**config.mk**
```make
export PLATFORM = sky130hd
export DESIGN_NAME = mip_regs
export DESIGN_NICKNAME = d
export VERILOG_FILES = /design/src/design/mip_pkg.sv /design/src/design/mip_wr_if.sv /design/src/design/mip_ser_port.sv /design/src/design/mip_regs.sv
export SDC_FILE = /design/constraint.sdc
export NUM_CORES = 1
export LEC_CHECK = 0
export ABC_AREA = 1
export BUFFER_PORTS_ARGS = -buffer_cell sky130_fd_sc_hd__buf_2
export CORE_MARGIN = 2
export CORE_UTILIZATION = 40
export CTS_CLUSTER_DIAMETER = 120
export DETAILED_ROUTE_END_ITERATION = 16
export PLACE_DENSITY_LB_ADDON = 0.1
export SYNTH_ARGS = -nofsm -noshare
export SYNTH_HDL_FRONTEND = slang
export SYNTH_HIERARCHICAL = 1
export SYNTH_SLANG_ARGS = --single-unit
```
**constraint.sdc**
```tcl
create_clock -name clk -period 1.6 [get_ports clk]
set_input_delay 0.24 -clock clk [delete_from_list [all_inputs] [get_ports clk]]
set_output_delay 0.24 -clock clk [all_outputs]
set_load 0.02 [all_outputs]
```
**src/design/mip_pkg.sv**
```systemverilog
// constants and types for the mic input path control registers
package mip_pkg;
    // -----------------------------------------------------------------
    // control port
    // -----------------------------------------------------------------
    localparam logic [6:0] DEV_ADDR = 7'h1a;
    localparam logic [3:0] BYTE_BITS = 4'h8;
    localparam int SYNC_STAGES = 3;
    localparam int PIN_COUNT = 4;

    // -----------------------------------------------------------------
    // register offsets (register address in the control word)
    // -----------------------------------------------------------------
    localparam logic [6:0] OFF_PWR_ONE = 7'h01;
    localparam logic [6:0] OFF_PWR_TWO = 7'h02;
    localparam logic [6:0] OFF_LEVEL_ONE = 7'h20;
    localparam logic [6:0] OFF_ROUTING = 7'h2c;
    localparam logic [6:0] OFF_GAIN = 7'h2d;

    // -----------------------------------------------------------------
    // field positions
    // -----------------------------------------------------------------
    localparam int BIT_SEC_BUF_EN = 6;
    localparam int BIT_GAIN_AMP_EN = 2;
    localparam int BIT_AUTO_LEVEL = 8;
    localparam int BIT_POS_PIN = 0;
    localparam int BIT_NEG_PIN = 1;
    localparam int BIT_SEC_INPUT = 2;
    localparam int BIT_MIXER = 3;
    localparam int GAIN_MSB = 5;
    localparam int BIT_MUTE = 6;
    localparam int BIT_ZERO_CROSS = 7;

    // -----------------------------------------------------------------
    // reset values
    // -----------------------------------------------------------------
    localparam logic [8:0] RST_PWR_ONE = 9'h000;
    localparam logic [8:0] RST_PWR_TWO = 9'h000;
    localparam logic [8:0] RST_LEVEL_ONE = 9'h000;
    localparam logic [8:0] RST_ROUTING = 9'h003;
    localparam logic [8:0] RST_GAIN = 9'h010;

    // -----------------------------------------------------------------
    // two-wire receiver states
    // -----------------------------------------------------------------
    typedef enum logic [3:0] {
        ST_IDLE = 4'b0001,
        ST_SHIFT = 4'b0010,
        ST_ACK = 4'b0100,
        ST_IGNORE = 4'b1000
    } mip_ser_state_t;
endpackage

```
**src/design/mip_wr_if.sv**
```systemverilog
// register write carrier between control port and register bank
`timescale 1ns/1ps
interface mip_wr_if;
    logic wr_stb;
    logic [6:0] wr_addr;
    logic [8:0] wr_data;
    logic three_wire;

    modport port (output wr_stb, output wr_addr, output wr_data,
                  output three_wire);
    modport regs (input wr_stb, input wr_addr, input wr_data,
                  input three_wire);
endinterface

```
**src/design/mip_ser_port.sv**
```systemverilog
// serial control port: three-wire shifter and two-wire slave receiver
`timescale 1ns/1ps
module mip_ser_port (
    // clock and reset
    input wire logic clk,
    input wire logic rstn,
    // control pins
    input wire logic sclk,
    input wire logic sdin,
    input wire logic csb,
    input wire logic mode,
    output logic sdin_oe,
    // write carrier
    mip_wr_if.port wr
);
    // -----------------------------------------------------------------
    // pin synchronisers and glitch filter
    // -----------------------------------------------------------------
    logic [mip_pkg::SYNC_STAGES-1:0] sync_ff [mip_pkg::PIN_COUNT];
    logic [mip_pkg::SYNC_STAGES-1:0] nxt_sync [mip_pkg::PIN_COUNT];
    logic [3:0] filt_ff, nxt_filt, pins;

    assign pins = {mode, csb, sdin, sclk};

    // a change counts only once second and third stage agree
    always_comb begin
        for (int i = 0; i < mip_pkg::PIN_COUNT; i++) begin
            nxt_sync[i] = {sync_ff[i][1:0], pins[i]};
            nxt_filt[i] = (sync_ff[i][1] == sync_ff[i][2]) ?
                          sync_ff[i][2] : filt_ff[i];
        end
    end

    always_ff @(posedge clk) begin
        if (!rstn) begin
            // data and select start at their idle high level, so the
            // edge detectors see no false edge once reset lets go
            sync_ff[0] <= 3'h0;
            sync_ff[1] <= 3'h7;
            sync_ff[2] <= 3'h7;
            sync_ff[3] <= 3'h0;
            filt_ff <= 4'h6;
        end else begin
            sync_ff <= nxt_sync;
            filt_ff <= nxt_filt;
        end
    end

    logic scl_rise, scl_fall, sda_rise, sda_fall, cs_rise, three_w;
    assign scl_rise = !filt_ff[0] && nxt_filt[0];
    assign scl_fall = filt_ff[0] && !nxt_filt[0];
    assign sda_rise = !filt_ff[1] && nxt_filt[1];
    assign sda_fall = filt_ff[1] && !nxt_filt[1];
    assign cs_rise = !filt_ff[2] && nxt_filt[2];
    assign three_w = filt_ff[3];

    // -----------------------------------------------------------------
    // receiver state
    // -----------------------------------------------------------------
    mip_pkg::mip_ser_state_t st_ff, nxt_st;
    logic [15:0] sh_ff, nxt_sh;
    logic [3:0] cnt_ff, nxt_cnt;
    logic [1:0] byte_ff, nxt_byte;
    logic [6:0] reg_addr_ff, nxt_reg_addr;
    logic d8_ff, nxt_d8, oe_ff, nxt_oe, stb_ff, nxt_stb;
    logic [15:0] word_ff, nxt_word;

    // one frame of 7 address and 9 data bits in both protocols
    always_comb begin
        nxt_st = st_ff;
        nxt_sh = sh_ff;
        nxt_cnt = cnt_ff;
        nxt_byte = byte_ff;
        nxt_reg_addr = reg_addr_ff;
        nxt_d8 = d8_ff;
        nxt_oe = oe_ff;
        nxt_stb = 1'b0;
        nxt_word = word_ff;
        if (three_w) begin
            nxt_st = mip_pkg::ST_IDLE;
            nxt_oe = 1'b0;
            if (scl_rise && !filt_ff[2]) begin
                nxt_sh = {sh_ff[14:0], filt_ff[1]};
            end
            if (cs_rise) begin
                nxt_stb = 1'b1;
                nxt_word = sh_ff;
            end
        end else begin
            unique case (st_ff)
                mip_pkg::ST_IDLE, mip_pkg::ST_IGNORE: begin
                end
                mip_pkg::ST_SHIFT: begin
                    if (scl_rise) begin
                        nxt_sh = {sh_ff[14:0], filt_ff[1]};
                        nxt_cnt = cnt_ff + 4'h1;
                    end
                    if (scl_fall && cnt_ff == mip_pkg::BYTE_BITS) begin
                        nxt_cnt = 4'h0;
                        nxt_oe = 1'b1;
                        nxt_st = mip_pkg::ST_ACK;
                        if (byte_ff == 2'h0) begin
                            // answer only our own address, writes only
                            if (sh_ff[7:1] != mip_pkg::DEV_ADDR
                                || sh_ff[0]) begin
                                nxt_oe = 1'b0;
                                nxt_st = mip_pkg::ST_IGNORE;
                            end
                        end else if (byte_ff == 2'h1) begin
                            nxt_reg_addr = sh_ff[7:1];
                            nxt_d8 = sh_ff[0];
                        end else begin
                            nxt_stb = 1'b1;
                            nxt_word = {reg_addr_ff, d8_ff, sh_ff[7:0]};
                        end
                    end
                end
                mip_pkg::ST_ACK: begin
                    if (scl_fall) begin
                        nxt_oe = 1'b0;
                        nxt_byte = byte_ff + 2'h1;
                        nxt_st = (byte_ff == 2'h2) ? mip_pkg::ST_IGNORE :
                                 mip_pkg::ST_SHIFT;
                    end
                end
            endcase
            // start and stop win over any byte in progress
            if (filt_ff[0] && sda_fall) begin
                nxt_st = mip_pkg::ST_SHIFT;
                nxt_cnt = 4'h0;
                nxt_byte = 2'h0;
                nxt_oe = 1'b0;
            end else if (filt_ff[0] && sda_rise) begin
                nxt_st = mip_pkg::ST_IDLE;
                nxt_oe = 1'b0;
            end
        end
    end

    always_ff @(posedge clk) begin
        if (!rstn) begin
            st_ff <= mip_pkg::ST_IDLE;
            sh_ff <= 16'h0000;
            cnt_ff <= 4'h0;
            byte_ff <= 2'h0;
            reg_addr_ff <= 7'h00;
            d8_ff <= 1'b0;
            oe_ff <= 1'b0;
            stb_ff <= 1'b0;
            word_ff <= 16'h0000;
        end else begin
            st_ff <= nxt_st;
            sh_ff <= nxt_sh;
            cnt_ff <= nxt_cnt;
            byte_ff <= nxt_byte;
            reg_addr_ff <= nxt_reg_addr;
            d8_ff <= nxt_d8;
            oe_ff <= nxt_oe;
            stb_ff <= nxt_stb;
            word_ff <= nxt_word;
        end
    end

    assign sdin_oe = oe_ff;
    assign wr.wr_stb = stb_ff;
    assign wr.wr_addr = word_ff[15:9];
    assign wr.wr_data = word_ff[8:0];
    assign wr.three_wire = three_w;
endmodule

```
**src/design/mip_regs.sv**
```systemverilog
// mic input path control register bank with deferred gain update
//
// Contract
// - mode pin high three-wire, low two-wire
// - two-wire slave answers only address 0011010
// - routing bit0 picks positive pin or reference
// - routing bit1 connects negative pin, resets one
// - routing bit2 connects secondary input, resets zero
// - power two bit2 enables gain amplifier
// - six-bit gain code, reset code 010000
// - one gain code serves every amplifier path
// - gain bit6 mutes and isolates the amplifier
// - gain bit7 defers update to zero crossing
// - level bit8 hands gain to level loop
// - power one bit6 enables secondary buffer
// - routing bit3 picks inverting buffer or mixer
`timescale 1ns/1ps
module mip_regs (
    // clock and reset
    input wire logic clk,
    input wire logic rstn,
    // serial control pins
    input wire logic sclk,
    input wire logic sdin,
    input wire logic csb,
    input wire logic mode,
    output logic sdin_out,
    output logic sdin_oe,
    // analogue side inputs
    input wire logic sig_sign,
    input wire logic [5:0] alc_gain,
    // amplifier and switch controls
    output logic pos_pin_to_gain_amp,
    output logic neg_pin_to_gain_amp,
    output logic second_input_to_gain_amp,
    output logic gain_amp_enable,
    output logic [5:0] gain_amp_volume,
    output logic gain_amp_mute,
    output logic second_input_buffer_enable,
    output logic second_input_mixer_select,
    // status
    output logic three_wire_mode,
    output logic gain_update_pending
);
    // -----------------------------------------------------------------
    // control port
    // -----------------------------------------------------------------
    mip_wr_if wr ();

    mip_ser_port u_port (
        .clk(clk),
        .rstn(rstn),
        .sclk(sclk),
        .sdin(sdin),
        .csb(csb),
        .mode(mode),
        .sdin_oe(sdin_oe),
        .wr(wr.port)
    );

    // open-drain acknowledge only ever pulls low
    assign sdin_out = 1'b0;
    assign three_wire_mode = wr.three_wire;

    function automatic logic hit(input logic [6:0] off);
        return wr.wr_stb && wr.wr_addr == off;
    endfunction

    // -----------------------------------------------------------------
    // register storage
    // -----------------------------------------------------------------
    logic [8:0] pwr_one_ff, nxt_pwr_one;
    logic [8:0] pwr_two_ff, nxt_pwr_two;
    logic [8:0] level_one_ff, nxt_level_one;
    logic [8:0] routing_ff, nxt_routing;
    logic [8:0] gain_ff, nxt_gain;

    // unmapped addresses are dropped silently; the port has no readback
    always_comb begin
        nxt_pwr_one = pwr_one_ff;
        nxt_pwr_two = pwr_two_ff;
        nxt_level_one = level_one_ff;
        nxt_routing = routing_ff;
        nxt_gain = gain_ff;
        if (hit(mip_pkg::OFF_PWR_ONE)) nxt_pwr_one = wr.wr_data;
        if (hit(mip_pkg::OFF_PWR_TWO)) nxt_pwr_two = wr.wr_data;
        if (hit(mip_pkg::OFF_LEVEL_ONE)) nxt_level_one = wr.wr_data;
        if (hit(mip_pkg::OFF_ROUTING)) nxt_routing = wr.wr_data;
        if (hit(mip_pkg::OFF_GAIN)) nxt_gain = wr.wr_data;
    end

    always_ff @(posedge clk) begin
        if (!rstn) begin
            pwr_one_ff <= mip_pkg::RST_PWR_ONE;
            pwr_two_ff <= mip_pkg::RST_PWR_TWO;
            level_one_ff <= mip_pkg::RST_LEVEL_ONE;
            routing_ff <= mip_pkg::RST_ROUTING;
            gain_ff <= mip_pkg::RST_GAIN;
        end else begin
            pwr_one_ff <= nxt_pwr_one;
            pwr_two_ff <= nxt_pwr_two;
            level_one_ff <= nxt_level_one;
            routing_ff <= nxt_routing;
            gain_ff <= nxt_gain;
        end
    end

    // -----------------------------------------------------------------
    // switch and enable outputs
    // -----------------------------------------------------------------
    assign pos_pin_to_gain_amp = routing_ff[mip_pkg::BIT_POS_PIN];
    assign neg_pin_to_gain_amp = routing_ff[mip_pkg::BIT_NEG_PIN];
    assign second_input_to_gain_amp =
        routing_ff[mip_pkg::BIT_SEC_INPUT];
    assign second_input_mixer_select = routing_ff[mip_pkg::BIT_MIXER];
    assign gain_amp_enable = pwr_two_ff[mip_pkg::BIT_GAIN_AMP_EN];
    assign second_input_buffer_enable =
        pwr_one_ff[mip_pkg::BIT_SEC_BUF_EN];
    assign gain_amp_mute = gain_ff[mip_pkg::BIT_MUTE];

    // -----------------------------------------------------------------
    // zero-crossing gain update
    // -----------------------------------------------------------------
    logic [2:0] sgn_ff, nxt_sgn;
    logic sgn_f_ff, nxt_sgn_f, crossing, gain_wr, defer;
    logic [5:0] active_ff, nxt_active, amp_ff, nxt_amp;
    logic pend_ff, nxt_pend;

    // sign comes from an analogue comparator, so it is synchronised
    always_comb begin
        nxt_sgn = {sgn_ff[1:0], sig_sign};
        nxt_sgn_f = (sgn_ff[1] == sgn_ff[2]) ? sgn_ff[2] : sgn_f_ff;
        crossing = (sgn_ff[1] == sgn_ff[2]) && (sgn_ff[2] != sgn_f_ff);
    end

    assign gain_wr = hit(mip_pkg::OFF_GAIN);
    assign defer = gain_ff[mip_pkg::BIT_ZERO_CROSS];

    // a write arriving with a crossing keeps its pending flag
    always_comb begin
        nxt_active = active_ff;
        nxt_pend = pend_ff;
        if (!defer) begin
            nxt_active = gain_ff[mip_pkg::GAIN_MSB:0];
            nxt_pend = 1'b0;
        end else if (crossing && pend_ff) begin
            nxt_active = gain_ff[mip_pkg::GAIN_MSB:0];
            nxt_pend = 1'b0;
        end
        if (gain_wr && wr.wr_data[mip_pkg::BIT_ZERO_CROSS]) begin
            nxt_pend = 1'b1;
        end
        // loop owns the amplifier while it is selected
        nxt_amp = level_one_ff[mip_pkg::BIT_AUTO_LEVEL] ? alc_gain :
                  active_ff;
    end

    always_ff @(posedge clk) begin
        if (!rstn) begin
            sgn_ff <= 3'h0;
            sgn_f_ff <= 1'b0;
            active_ff <= mip_pkg::RST_GAIN[5:0];
            amp_ff <= mip_pkg::RST_GAIN[5:0];
            pend_ff <= 1'b0;
        end else begin
            sgn_ff <= nxt_sgn;
            sgn_f_ff <= nxt_sgn_f;
            active_ff <= nxt_active;
            amp_ff <= nxt_amp;
            pend_ff <= nxt_pend;
        end
    end

    // one code drives every input path of the amplifier
    assign gain_amp_volume = amp_ff;
    assign gain_update_pending = pend_ff;
endmodule

```
==> results of run 1 <==
==> per-layer routing <==
layer  global-route usage (%)  part of all wire (%)  up-vias
li1                         -                     -     1906
met1                    23.68                    51     1610
met2                    25.90                    45       43
met3                    4.195                   2.8        5
met4                    5.751                  0.86        0
met5                        0                     0        -
==> what timing repair did <==
| item | in CTS | in global routing |
|---|---|---|
| setup buffers | 0 | 2 |
| cloned | 0 | 3 |
| setup endpoints to repair | 1 | 22 |
| pin swaps | 0 | 5 |
| resized for setup | 1 | 28 |
==> power by group <==
group | switching [mW] | leakage, nW | internal (mW)
clock | 0.830 | 0.0971 | 0.720
sequential | 0.00717 | 0.802 | 2.48
combinational | 0.0739 | 1.23 | 0.0418
total | 0.911 | 2.12 | 3.24
==> state kept, by name (all words and copies together) (netlist names) <==
register / cells
active_ff: 6
gain_amp_volume: 6
gain_ff: 8
gain_update_pending: 1
level_one_ff: 1
pwr_one_ff: 1
pwr_two_ff: 1
routing_ff: 4
sgn_f_ff: 1
sgn_ff: 3
u_port/byte_ff: 2
u_port/cnt_ff: 4
u_port/d8_ff: 1
u_port/filt_ff: 4
u_port/nxt_sync: 8
u_port/reg_addr_ff: 7
u_port/sh_ff: 16
u_port/st_ff: 4
u_port/sync_ff: 4
u_port/word_ff: 16
u_port/wr.wr_stb: 1
==> worst min-delay path, cell delays in order <==
cell     delay (ps)
buf_2            70
nand2_1          40
inv_1            40
==> metrics by stage <==
stage          setup TNS, ps  instance area (sq um)
2_1_floorplan              0                   4259
3_3_place_gp               0                   4532
3_5_place_dp         -0.4365                   4532
4_1_cts                    0                   4725
5_1_grt               -17.62                   4830
6_report                   0                   4830
==> layout make-up <==
| type | instances | area [sq um] |
|---|---|---|
| Fill cell | 1081 | 5494 |
| Sequential cell | 99 | 1987 |
| Multi-Input combinational cell | 400 | 1957 |
| Inverter | 72 | 279.0 |
| Timing Repair Buffer | 41 | 251.5 |
| Tap cell | 136 | 170.2 |
| Clock buffer | 11 | 131.4 |
| Clock inverter | 5 | 53.80 |
==> logic make-up after synthesis <==
kind of cell    after synthesis  synth area share [%]
compound gates               61                 7.668
xor+xnor                      2                0.4114
fa+ha+maj                     5                 1.469
buf+inv                      94                 9.429
flops                        99                 46.53
mux                           4                0.9401
other cells                   1               0.08805
simple gates                325                 33.46
==> cells in the final DEF, fill, tap and decap left out, types with 2 or more instances in the layout <==
cell type  instances
nor2_1           126
or2_2              5
inv_2              4
o21ai_2            3
nand3_2            2
a21oi_1           23
buf_2             29
nor2_2             6
dfxtp_1           95
xor2_1             2
mux2i_1            4
nand2_4            2
o21ai_0           26
ha_1               2
nand2_2            7
o21ai_1            6
clkinv_4           2
dfxtp_2            4
nand4_1           11
inv_1             65
buf_4             10
nand3b_1           5
nand2_1          107
nand3_1           46
clkbuf_8           9
clkbuf_1           2
nor2_4             6
clkinv_2           4
ha_4               2
==> cell usage after synthesis (2+ instances only) <==
cell type / instances / area [sq um]
o21ai_0: 31 / 155.2
buf_4: 2 / 15.01
nand3_2: 2 / 20.02
nand3b_1: 5 / 37.54
dfxtp_1: 99 / 1982
buf_6: 4 / 45.04
inv_1: 67 / 251.5
ha_1: 5 / 62.56
nand3_1: 46 / 230.2
nand4_1: 11 / 68.82
nor2_4: 4 / 45.04
nor2_1: 133 / 499.2
a21oi_1: 23 / 115.1
buf_2: 3 / 15.01
clkbuf_1: 12 / 45.04
xor2_1: 2 / 17.52
mux2i_1: 4 / 40.04
nand2_2: 8 / 50.05
nand2_1: 106 / 397.9
inv_2: 3 / 11.26
o21ai_2: 3 / 26.28
or2_2: 5 / 31.28
==> final timing paths <==
path	end	slack, ps	cells after the start
setup reg to reg	u_port/word_ff[9]	110	9
setup / recovery	u_port/word_ff[9]	110	9
hold / removal	u_port/nxt_sync[10]	60	3
hold reg to reg	u_port/nxt_sync[11]	420	2
==> impl_metrics.tcl, run 1 <==
set metrics [dict create \
    p_leak_nw 2.124 \
    arrival_ps 1790 \
    io_pins 30 \
    cts-hold-fix-buffers 0 \
    worstPathRequired_ps 1900 \
    grt_max_degree 82 \
    synth_seq_area_share_pct 46.53 \
    avgSynthCellArea_sq_um 7.207 \
    wl_per_cell_um 12.45 \
    fin_nets 641 \
    cp-end-kind "flip-flop" \
    cts_tree "built" \
    gr-usage-all-layers_pct 17.08 \
    worstHoldPathType "in -> reg" \
    worstSetupStartpoint "u_port/cnt_ff[1]" \
    final_util_pct 46.78 \
    crit_path_frequent_cell "nand3_1" \
    synth_edf_count 0 \
    setup_violations 0 \
    grt.overflow.total 0 \
    crit_fanout 6 \
    ys_seq_elements 99 \
    die_h_um 107.2 \
    critPathBufInv 2 \
    placed_cells 743 \
    hpwl_mm 6.270 \
    num_vias 3564 \
    cts_htree_levels 3 \
    synthArstFlopShare_pct 0 \
    timing.rr.start "u_port/cnt_ff[1]" \
    path_cells "inv_1, ha_4, nand3_1, nor2_2, nand4_1, buf_2, nand3_1, nand2_1, nor2_1" \
    cts.clk_slew.worst_paths_ps 90 \
    yosys_warnings 6 \
    clkLatencyLatePin_ps 360 \
    drive_gt1_share_pct 16.24 \
    first_global_vias 3212 \
    clock_sinks 99 \
    slowest_delay_ps 340 \
    instances_no_fill 764 \
    worstSetupStartpointType "flip-flop" \
    die-area_sq_mm 0.01149 \
    drc_errors 0 \
    clockRootBuffer "clkbuf_8" \
    first_iter_violations 231 \
    drv_cap 0 \
    start_util_pct 41.26 \
    crit_type "reg -> reg" \
    status "finished, final reports clean" \
    ant_nets 0 \
    irDropWorstVdd_uv 388.8 \
    antenna_found_initial 0 \
    firstDrtPassIters 4 \
    synth_flop_cell "dfxtp_1" \
    period_needed_ps 1486 \
    pwr_density_cell_mw_per_mm2 859.2 \
    syn_inst 591 \
    die_width_um 107.2 \
    totalPowerFinal_mw 4.150 \
    port_buffers 28 \
    row_count 37 \
    diodes 0 \
    fin_skew_ps 8.287 \
    crit_family "simple AND/OR/NAND/NOR gates" \
    crit_path_top_delay_cell "dfxtp_2" \
    synth_cell_types 35 \
    finalHoldViolations 0 \
    grt_pass1_wl_mm 15.48 \
    synth_area_sq_mm 0.004259 \
    hp-start "sclk" \
    via_per_inst 4.665 \
    min_period_over_period_pct 92.85 \
    clk_path_buf_depth 2 \
    syn_nets 609 \
    gp_congestion 0.8579 \
    numCtsBuffers 9 \
    place_ws_ps -0.4365 \
    maxSlewViolCount 0 \
    core-area_sq_mm 0.01032 \
    max_freq_mhz 673.2 \
    timing.hold.ws_ps 56.29 \
    syn_to_final_growth_pct 13.40 \
    drt_wl_total_mm 9.508 \
    setup_ws_ps 114.5 \
]
No activity file was read; power rests on OpenSTA's default activity.
==> run 2: changes to the inputs <==
--- a/config.mk
+++ b/config.mk
@@ -7,7 +7,7 @@
 export LEC_CHECK = 0
 export ABC_AREA = 1
 export BUFFER_PORTS_ARGS = -buffer_cell sky130_fd_sc_hd__buf_2
-export CORE_MARGIN = 2
+export CORE_MARGIN = 1
 export CORE_UTILIZATION = 40
 export CTS_CLUSTER_DIAMETER = 120
 export DETAILED_ROUTE_END_ITERATION = 16
==> run 2 against run 1 <==
Clock power rose by 6%. Global-route usage rose by 0.54 points. Design area fell by 0.91%. Final cell count fell by 0.39%. Count of clock-buffer cells in the layout rose by 1. Non-clock buffer count fell by 2. Utilization fell by 0.42 points. Setup slack improved by 7.0 ps. Critical path type unchanged. Critical endpoint is now u_port/word_ff[7]. Largest cell class unchanged. Largest power group unchanged. Highest routed layer unchanged.
==> impl_metrics.tcl, run 2 (synthesis gave the netlist of run 1 again) <==
set metrics [dict create \
    status "finished, final reports clean" \
    core-area_sq_mm 0.01032 \
    start_util_pct 41.26 \
    drv_cap 0 \
    gp_congestion 0.8620 \
    grt_max_degree 82 \
    ant_nets 0 \
    die_h_um 105.2 \
    finalHoldViolations 0 \
    worstPathRequired_ps 1850 \
    cp-end-kind "flip-flop" \
    final_cell_mix "nor2_1, nand2_1, dfxtp_1, inv_1, nand3_1" \
    cts.clk_slew.worst_paths_ps 90 \
    grt.overflow.total 0 \
    syn_to_final_growth_pct 12.37 \
    max_freq_mhz 676.3 \
    first_iter_violations 225 \
    cts_htree_levels 3 \
    port_buffers 28 \
    final_common_cell "nor2_1" \
    maxSlewViolCount 0 \
    drt_wl_total_mm 9.134 \
    die_width_um 105.2 \
    p_leak_nw 2.138 \
    clock_sinks 99 \
    rsz0062_at_grt "true" \
    arrival_ps 1730 \
    pwr_density_cell_mw_per_mm2 888.4 \
    drive_gt1_share_pct 14.40 \
    numCtsBuffers 9 \
    antenna_found_initial 0 \
    worstHoldPathType "in -> reg" \
    drc_errors 0 \
    grt_pass1_wl_mm 15.40 \
    first_global_vias 3185 \
    instances_no_fill 761 \
    placed_cells 743 \
    timing.hold.ws_ps 65.53 \
    gr-usage-all-layers_pct 17.62 \
    crit_type "reg -> reg" \
    die-area_sq_mm 0.01106 \
    clkLatencyLatePin_ps 350 \
    top_regs "u_port/sh_ff (16), u_port/word_ff (16)" \
    cts-hold-fix-buffers 0 \
    crit_fanout 13 \
    diodes 0 \
    wl_per_cell_um 12.00 \
    fin_skew_ps 7.292 \
    row_count 37 \
    hpwl_mm 6.240 \
    clk_path_buf_depth 2 \
    worstSetupStartpointType "flip-flop" \
    via_per_inst 4.610 \
    irDropWorstVdd_uv 380.8 \
    io_pins 30 \
    totalPowerFinal_mw 4.252 \
    min_period_over_period_pct 92.41 \
    cts_tree "built" \
    setup_violations 0 \
    period_needed_ps 1479 \
    firstDrtPassIters 7 \
    clockRootBuffer "clkbuf_8" \
    fin_nets 638 \
    num_vias 3508 \
]
## run 2: metrics by stage
step / setup slack, ps / area [sq um] / TNS [ps] / utilization (%)
after global placement: 49.47 / 4532 / 0 / 43.90
after global routing: -27.46 / 4786 / -137.6 / 46.36
final: 121.5 / 4786 / 0 / 46.36
after detailed placement: 16.25 / 4532 / 0 / 43.90
after floorplan: 208.4 / 4259 / 0 / -
after CTS: 45.66 / 4743 / 0 / 45.95
## run 2: layout make-up
class	instances	area, sq um
inverters	72	279.0
clock inverters	4	48.80
multi-input cells	399	1912
clock buffers	12	155.1
flip-flops and latches	99	1982
fillers	1065	5538
repair buffers	39	239.0
well taps	136	170.2
## run 2: report_power, final
part / internal, mW / leakage, nW / switching (mW)
Combinational: 0.0419 / 1.23 / 0.0743
Sequential: 2.48 / 0.800 / 0.00706
Clock: 0.808 / 0.106 / 0.843
## run 2: worst paths after layout
check | from | end | slack, ps | cells past startpoint
worst max-delay path | u_port/cnt_ff[0] | u_port/word_ff[7] | 120 | 9
worst min-delay path | csb | u_port/nxt_sync[4] | 70 | 2
worst max register to register | u_port/cnt_ff[0] | u_port/word_ff[7] | 120 | 9
worst min register to register | u_port/nxt_sync[7] | u_port/nxt_sync[8] | 420 | 1
## run 2: what timing repair did
item                                    4_1_cts  5_1_grt
gates resized for setup                       1       16
gates cloned                                  0        1
endpoints found under the setup margin        1       20
pin swaps                                     0        3
buffers inserted                              0        1
## run 2: worst max-delay path: stages, from the launching register on
cell,delay [ps]
dfxtp_1,340
inv_1,80
ha_1,160
nand2_1,60
nor2_2,120
nand3_1,100
nand2_2,130
nand3_4,160
nor2_1,160
nor2_1,60
## run 2: metal layers
layer / up-vias / wire length [um] / track usage, %
met3: 2 / 268 / 3.805
li1: 1905 / - / -
met1: 1550 / 4865 / 24.18
met5: - / 0 / 0
met4: 0 / 51 / 6.740
met2: 51 / 3949 / 26.88
==> run 3: changes to the inputs <==
--- a/config.mk
+++ b/config.mk
@@ -5,7 +5,6 @@
 export SDC_FILE = /design/constraint.sdc
 export NUM_CORES = 1
 export LEC_CHECK = 0
-export ABC_AREA = 1
 export BUFFER_PORTS_ARGS = -buffer_cell sky130_fd_sc_hd__buf_2
 export CORE_MARGIN = 1
 export CORE_UTILIZATION = 40
==> run 3 against run 2 <==
The flow now finishes with violations (negative setup slack). Hold slack worse by 20 ps. Count of clock-buffer cells in the layout shrank 1. Utilization rose by 7.7 points. Clock power barely moved. Setup slack worse by 320 ps. Combinational power decreased by 8%. Register-to-register slack worse by 320 ps. Flip-flop and latch count is the same. Final cell count is 19% lower. Via count fell by 16%. Clock skew is 3.5 ps higher. Synthesized cell count fell by 33%. Largest cell class is now multi-input gates. Largest power group unchanged.
==> impl_metrics.tcl, run 3 <==
set metrics [dict create \
    synth_cell_types 52 \
    synthTopCellsByCount "dfxtp_1, mux2i_1, nand2_1, nor2b_1, and2_1" \
    fin_nets 498 \
    timing.rr.start "u_port/cnt_ff[1]" \
    die-area_sq_mm 0.01069 \
    dr_wl_met3_um 284 \
    max_freq_mhz 556.5 \
    die_h_um 103.4 \
    clkLatencyLatePin_ps 370 \
    slowest_delay_ps 320 \
    synth_edf_count 0 \
    grt.overflow.total 0 \
    rr_worst_depth 10 \
    design_area_sq_mm 0.005331 \
    p_comb_share_pct 2.5 \
    drive_gt1_share_pct 29.96 \
    worstHoldPathType "in -> reg" \
    worstPathRequired_ps 1870 \
    power_frac_clock_pct 38.6 \
    synth_largest_area_cell "dfxtp_1" \
    ant_nets 0 \
    arrival_ps 2060 \
    pwr_density_cell_mw_per_mm2 791.1 \
    synth_area_leaders "dfxtp_1, mux2i_1, nor2b_1" \
    setup_ws_ps -197.0 \
    ys_seq_elements 99 \
    r2r_end "u_port/word_ff[11]" \
    avgSynthCellArea_sq_um 10.34 \
    place_ws_ps -165.5 \
    violations "negative setup slack" \
    fill_cells 894 \
    synth_flop_cell "dfxtp_1" \
    synth_area_sq_mm 0.004114 \
    switching_power_mw 0.8924 \
    worstSetupStartpointType "flip-flop" \
    placed_cells 591 \
    netlist.area_leader.share_pct 48.18 \
    hp-start "sdin" \
    fin_skew_ps 10.79 \
    status "finished with violations" \
    grt_max_degree 40 \
    final_util_pct 54.05 \
    yosys_warnings 6 \
    firstDrtPassIters 4 \
    first_global_vias 2765 \
    route.met2.wl_mm 4.003 \
    setup_violations 47 \
    drt_wl_total_mm 8.460 \
    crit_fanout 6 \
    syn_to_final_growth_pct 29.59 \
    clk_path_buf_depth 2 \
    antenna_found_initial 0 \
    p_seq_share_pct 58.9 \
    numCtsBuffers 9 \
    cts.clk_slew.worst_paths_ps 90 \
    die_width_um 103.4 \
    maxSlewViolCount 0 \
    drc_errors 0 \
    cp-end-kind "flip-flop" \
    clock_sinks 99 \
    path_cells "inv_1, ha_1, and3b_1, nand3_4, o41ai_4, buf_6, buf_12, buf_16, nand2_4, o211a_1" \
    rsz0062_at_grt "true" \
    diodes 0 \
    top_layer_used "met4" \
    gp_congestion 0.7708 \
    cts_htree_levels 3 \
    start_util_pct 41.70 \
    hpwl_mm 5.678 \
    row_count 36 \
    gr-usage-all-layers_pct 16.75 \
    crit_path_top_delay_cell "dfxtp_1" \
    cts_tree "built" \
    whs_endpoint "u_port/nxt_sync[7]" \
    synthArstFlopShare_pct 0 \
    core-area_sq_mm 0.009864 \
    p_int_mw 3.325 \
    port_buffers 28 \
    irDropWorstVdd_uv 578.6 \
    met1_length_mm 4.045 \
    switching_share_pct 21.16 \
    drv_cap 0 \
    synth.most_common_cell "dfxtp_1" \
    crit_type "reg -> reg" \
    worstSetupStartpoint "u_port/cnt_ff[1]" \
    wl_per_cell_um 13.71 \
    p_leak_nw 2.209 \
    final_common_cell "dfxtp_1" \
    num_vias 2964 \
    clockRootBuffer "clkbuf_8" \
    final_cell_mix "dfxtp_1, mux2i_1, buf_4, nor2b_1, nand2_1" \
    first_iter_violations 85 \
    grt_pass1_wl_mm 13.37 \
    finalHoldViolations 0 \
    totalPowerFinal_mw 4.218 \
    syn_inst 398 \
    placed_cell_area_sq_mm 0.004767 \
    ff2ff_setup_slack_ps -200 \
    syn_nets 416 \
    io_pins 30 \
    period_needed_ps 1797 \
    top_regs "u_port/sh_ff (16), u_port/word_ff (16)" \
    synth_seq_area_share_pct 48.18 \
    instances_no_fill 617 \
    min_period_over_period_pct 112.3 \
    hold_depth 2 \
    timing.hold.ws_ps 45.60 \
    via_per_inst 4.804 \
    fin_tns_setup_ps -5078 \
]
## run 3: power groups by stage
stage	combinational [mW]	sequential (mW)	clock, mW
after floorplan	0.0628	2.54	0
after detailed placement	0.107	2.54	0
after global placement	0.107	2.54	0
after CTS	0.108	2.48	1.69
final	0.107	2.48	1.63
after global routing	0.119	2.49	1.79
## run 3: layer usage
metal	vias to the layer above	track usage (%)
met5	-	0
met4	0	6.717
met1	1384	21.14
met2	39	26.85
met3	8	4.906
li1	1533	-
## run 3: kinds of logic (layout without fill, tap and decap cells)
| group | count (synthesis) | count (layout) | synth area share (%) |
|---|---|---|---|
| AND/OR/NAND/NOR | 154 | 154 | 22.14 |
| AO/OA/AOI/OAI | 43 | 43 | 7.817 |
| buffers and inverters | 27 | 113 | 3.558 |
| flip-flops | 99 | 99 | 48.18 |
| adder cells (fa/ha/maj) | 5 | 5 | 1.521 |
| other | 1 | 1 | 0.09115 |
| XOR/XNOR | 3 | 3 | 0.6388 |
| multiplexers | 66 | 66 | 16.06 |
## run 3: what timing repair did
| item | 4_1_cts | 5_1_grt |
|---|---|---|
| endpoints found under the setup margin | 39 | 51 |
| buffers inserted | 5 | 4 |
| hold buffers | 0 | 0 |
| pin swaps | 7 | 9 |
| cloned | 3 | 1 |
| endpoints found under the hold margin | 0 | 0 |
| resized for setup | 23 | 25 |
## run 3: how the worst max path moves through the flow
stage | slack, ps | cells after the start | end
2_1_floorplan | -350 | 7 | u_port/word_ff[15]
3_3_place_gp | -120 | 7 | u_port/sh_ff[14]
3_5_place_dp | -170 | 7 | u_port/sh_ff[13]
4_1_cts | -160 | 7 | u_port/sh_ff[13]
5_1_grt | -280 | 9 | u_port/word_ff[11]
6_report | -200 | 10 | u_port/word_ff[11]
## run 3: final cells by class
type	count	area, sq um	share of cell area [%]
well taps	133	166.4	3.121
clock inverters	4	50.05	0.9387
multi-input cells	272	2198	41.23
repair buffers	90	744.5	13.96
inverters	8	30.03	0.5632
clock buffers	11	151.4	2.840
flip-flops and latches	99	1991	37.34
## run 3: worst max-delay path, delay by kind of cell (launching register included)
kind            cells  cell delay (ps)
buf+inv             4              480
simple gates        3              410
compound gates      2              350
flops               1              320
fa+ha+maj           1              130
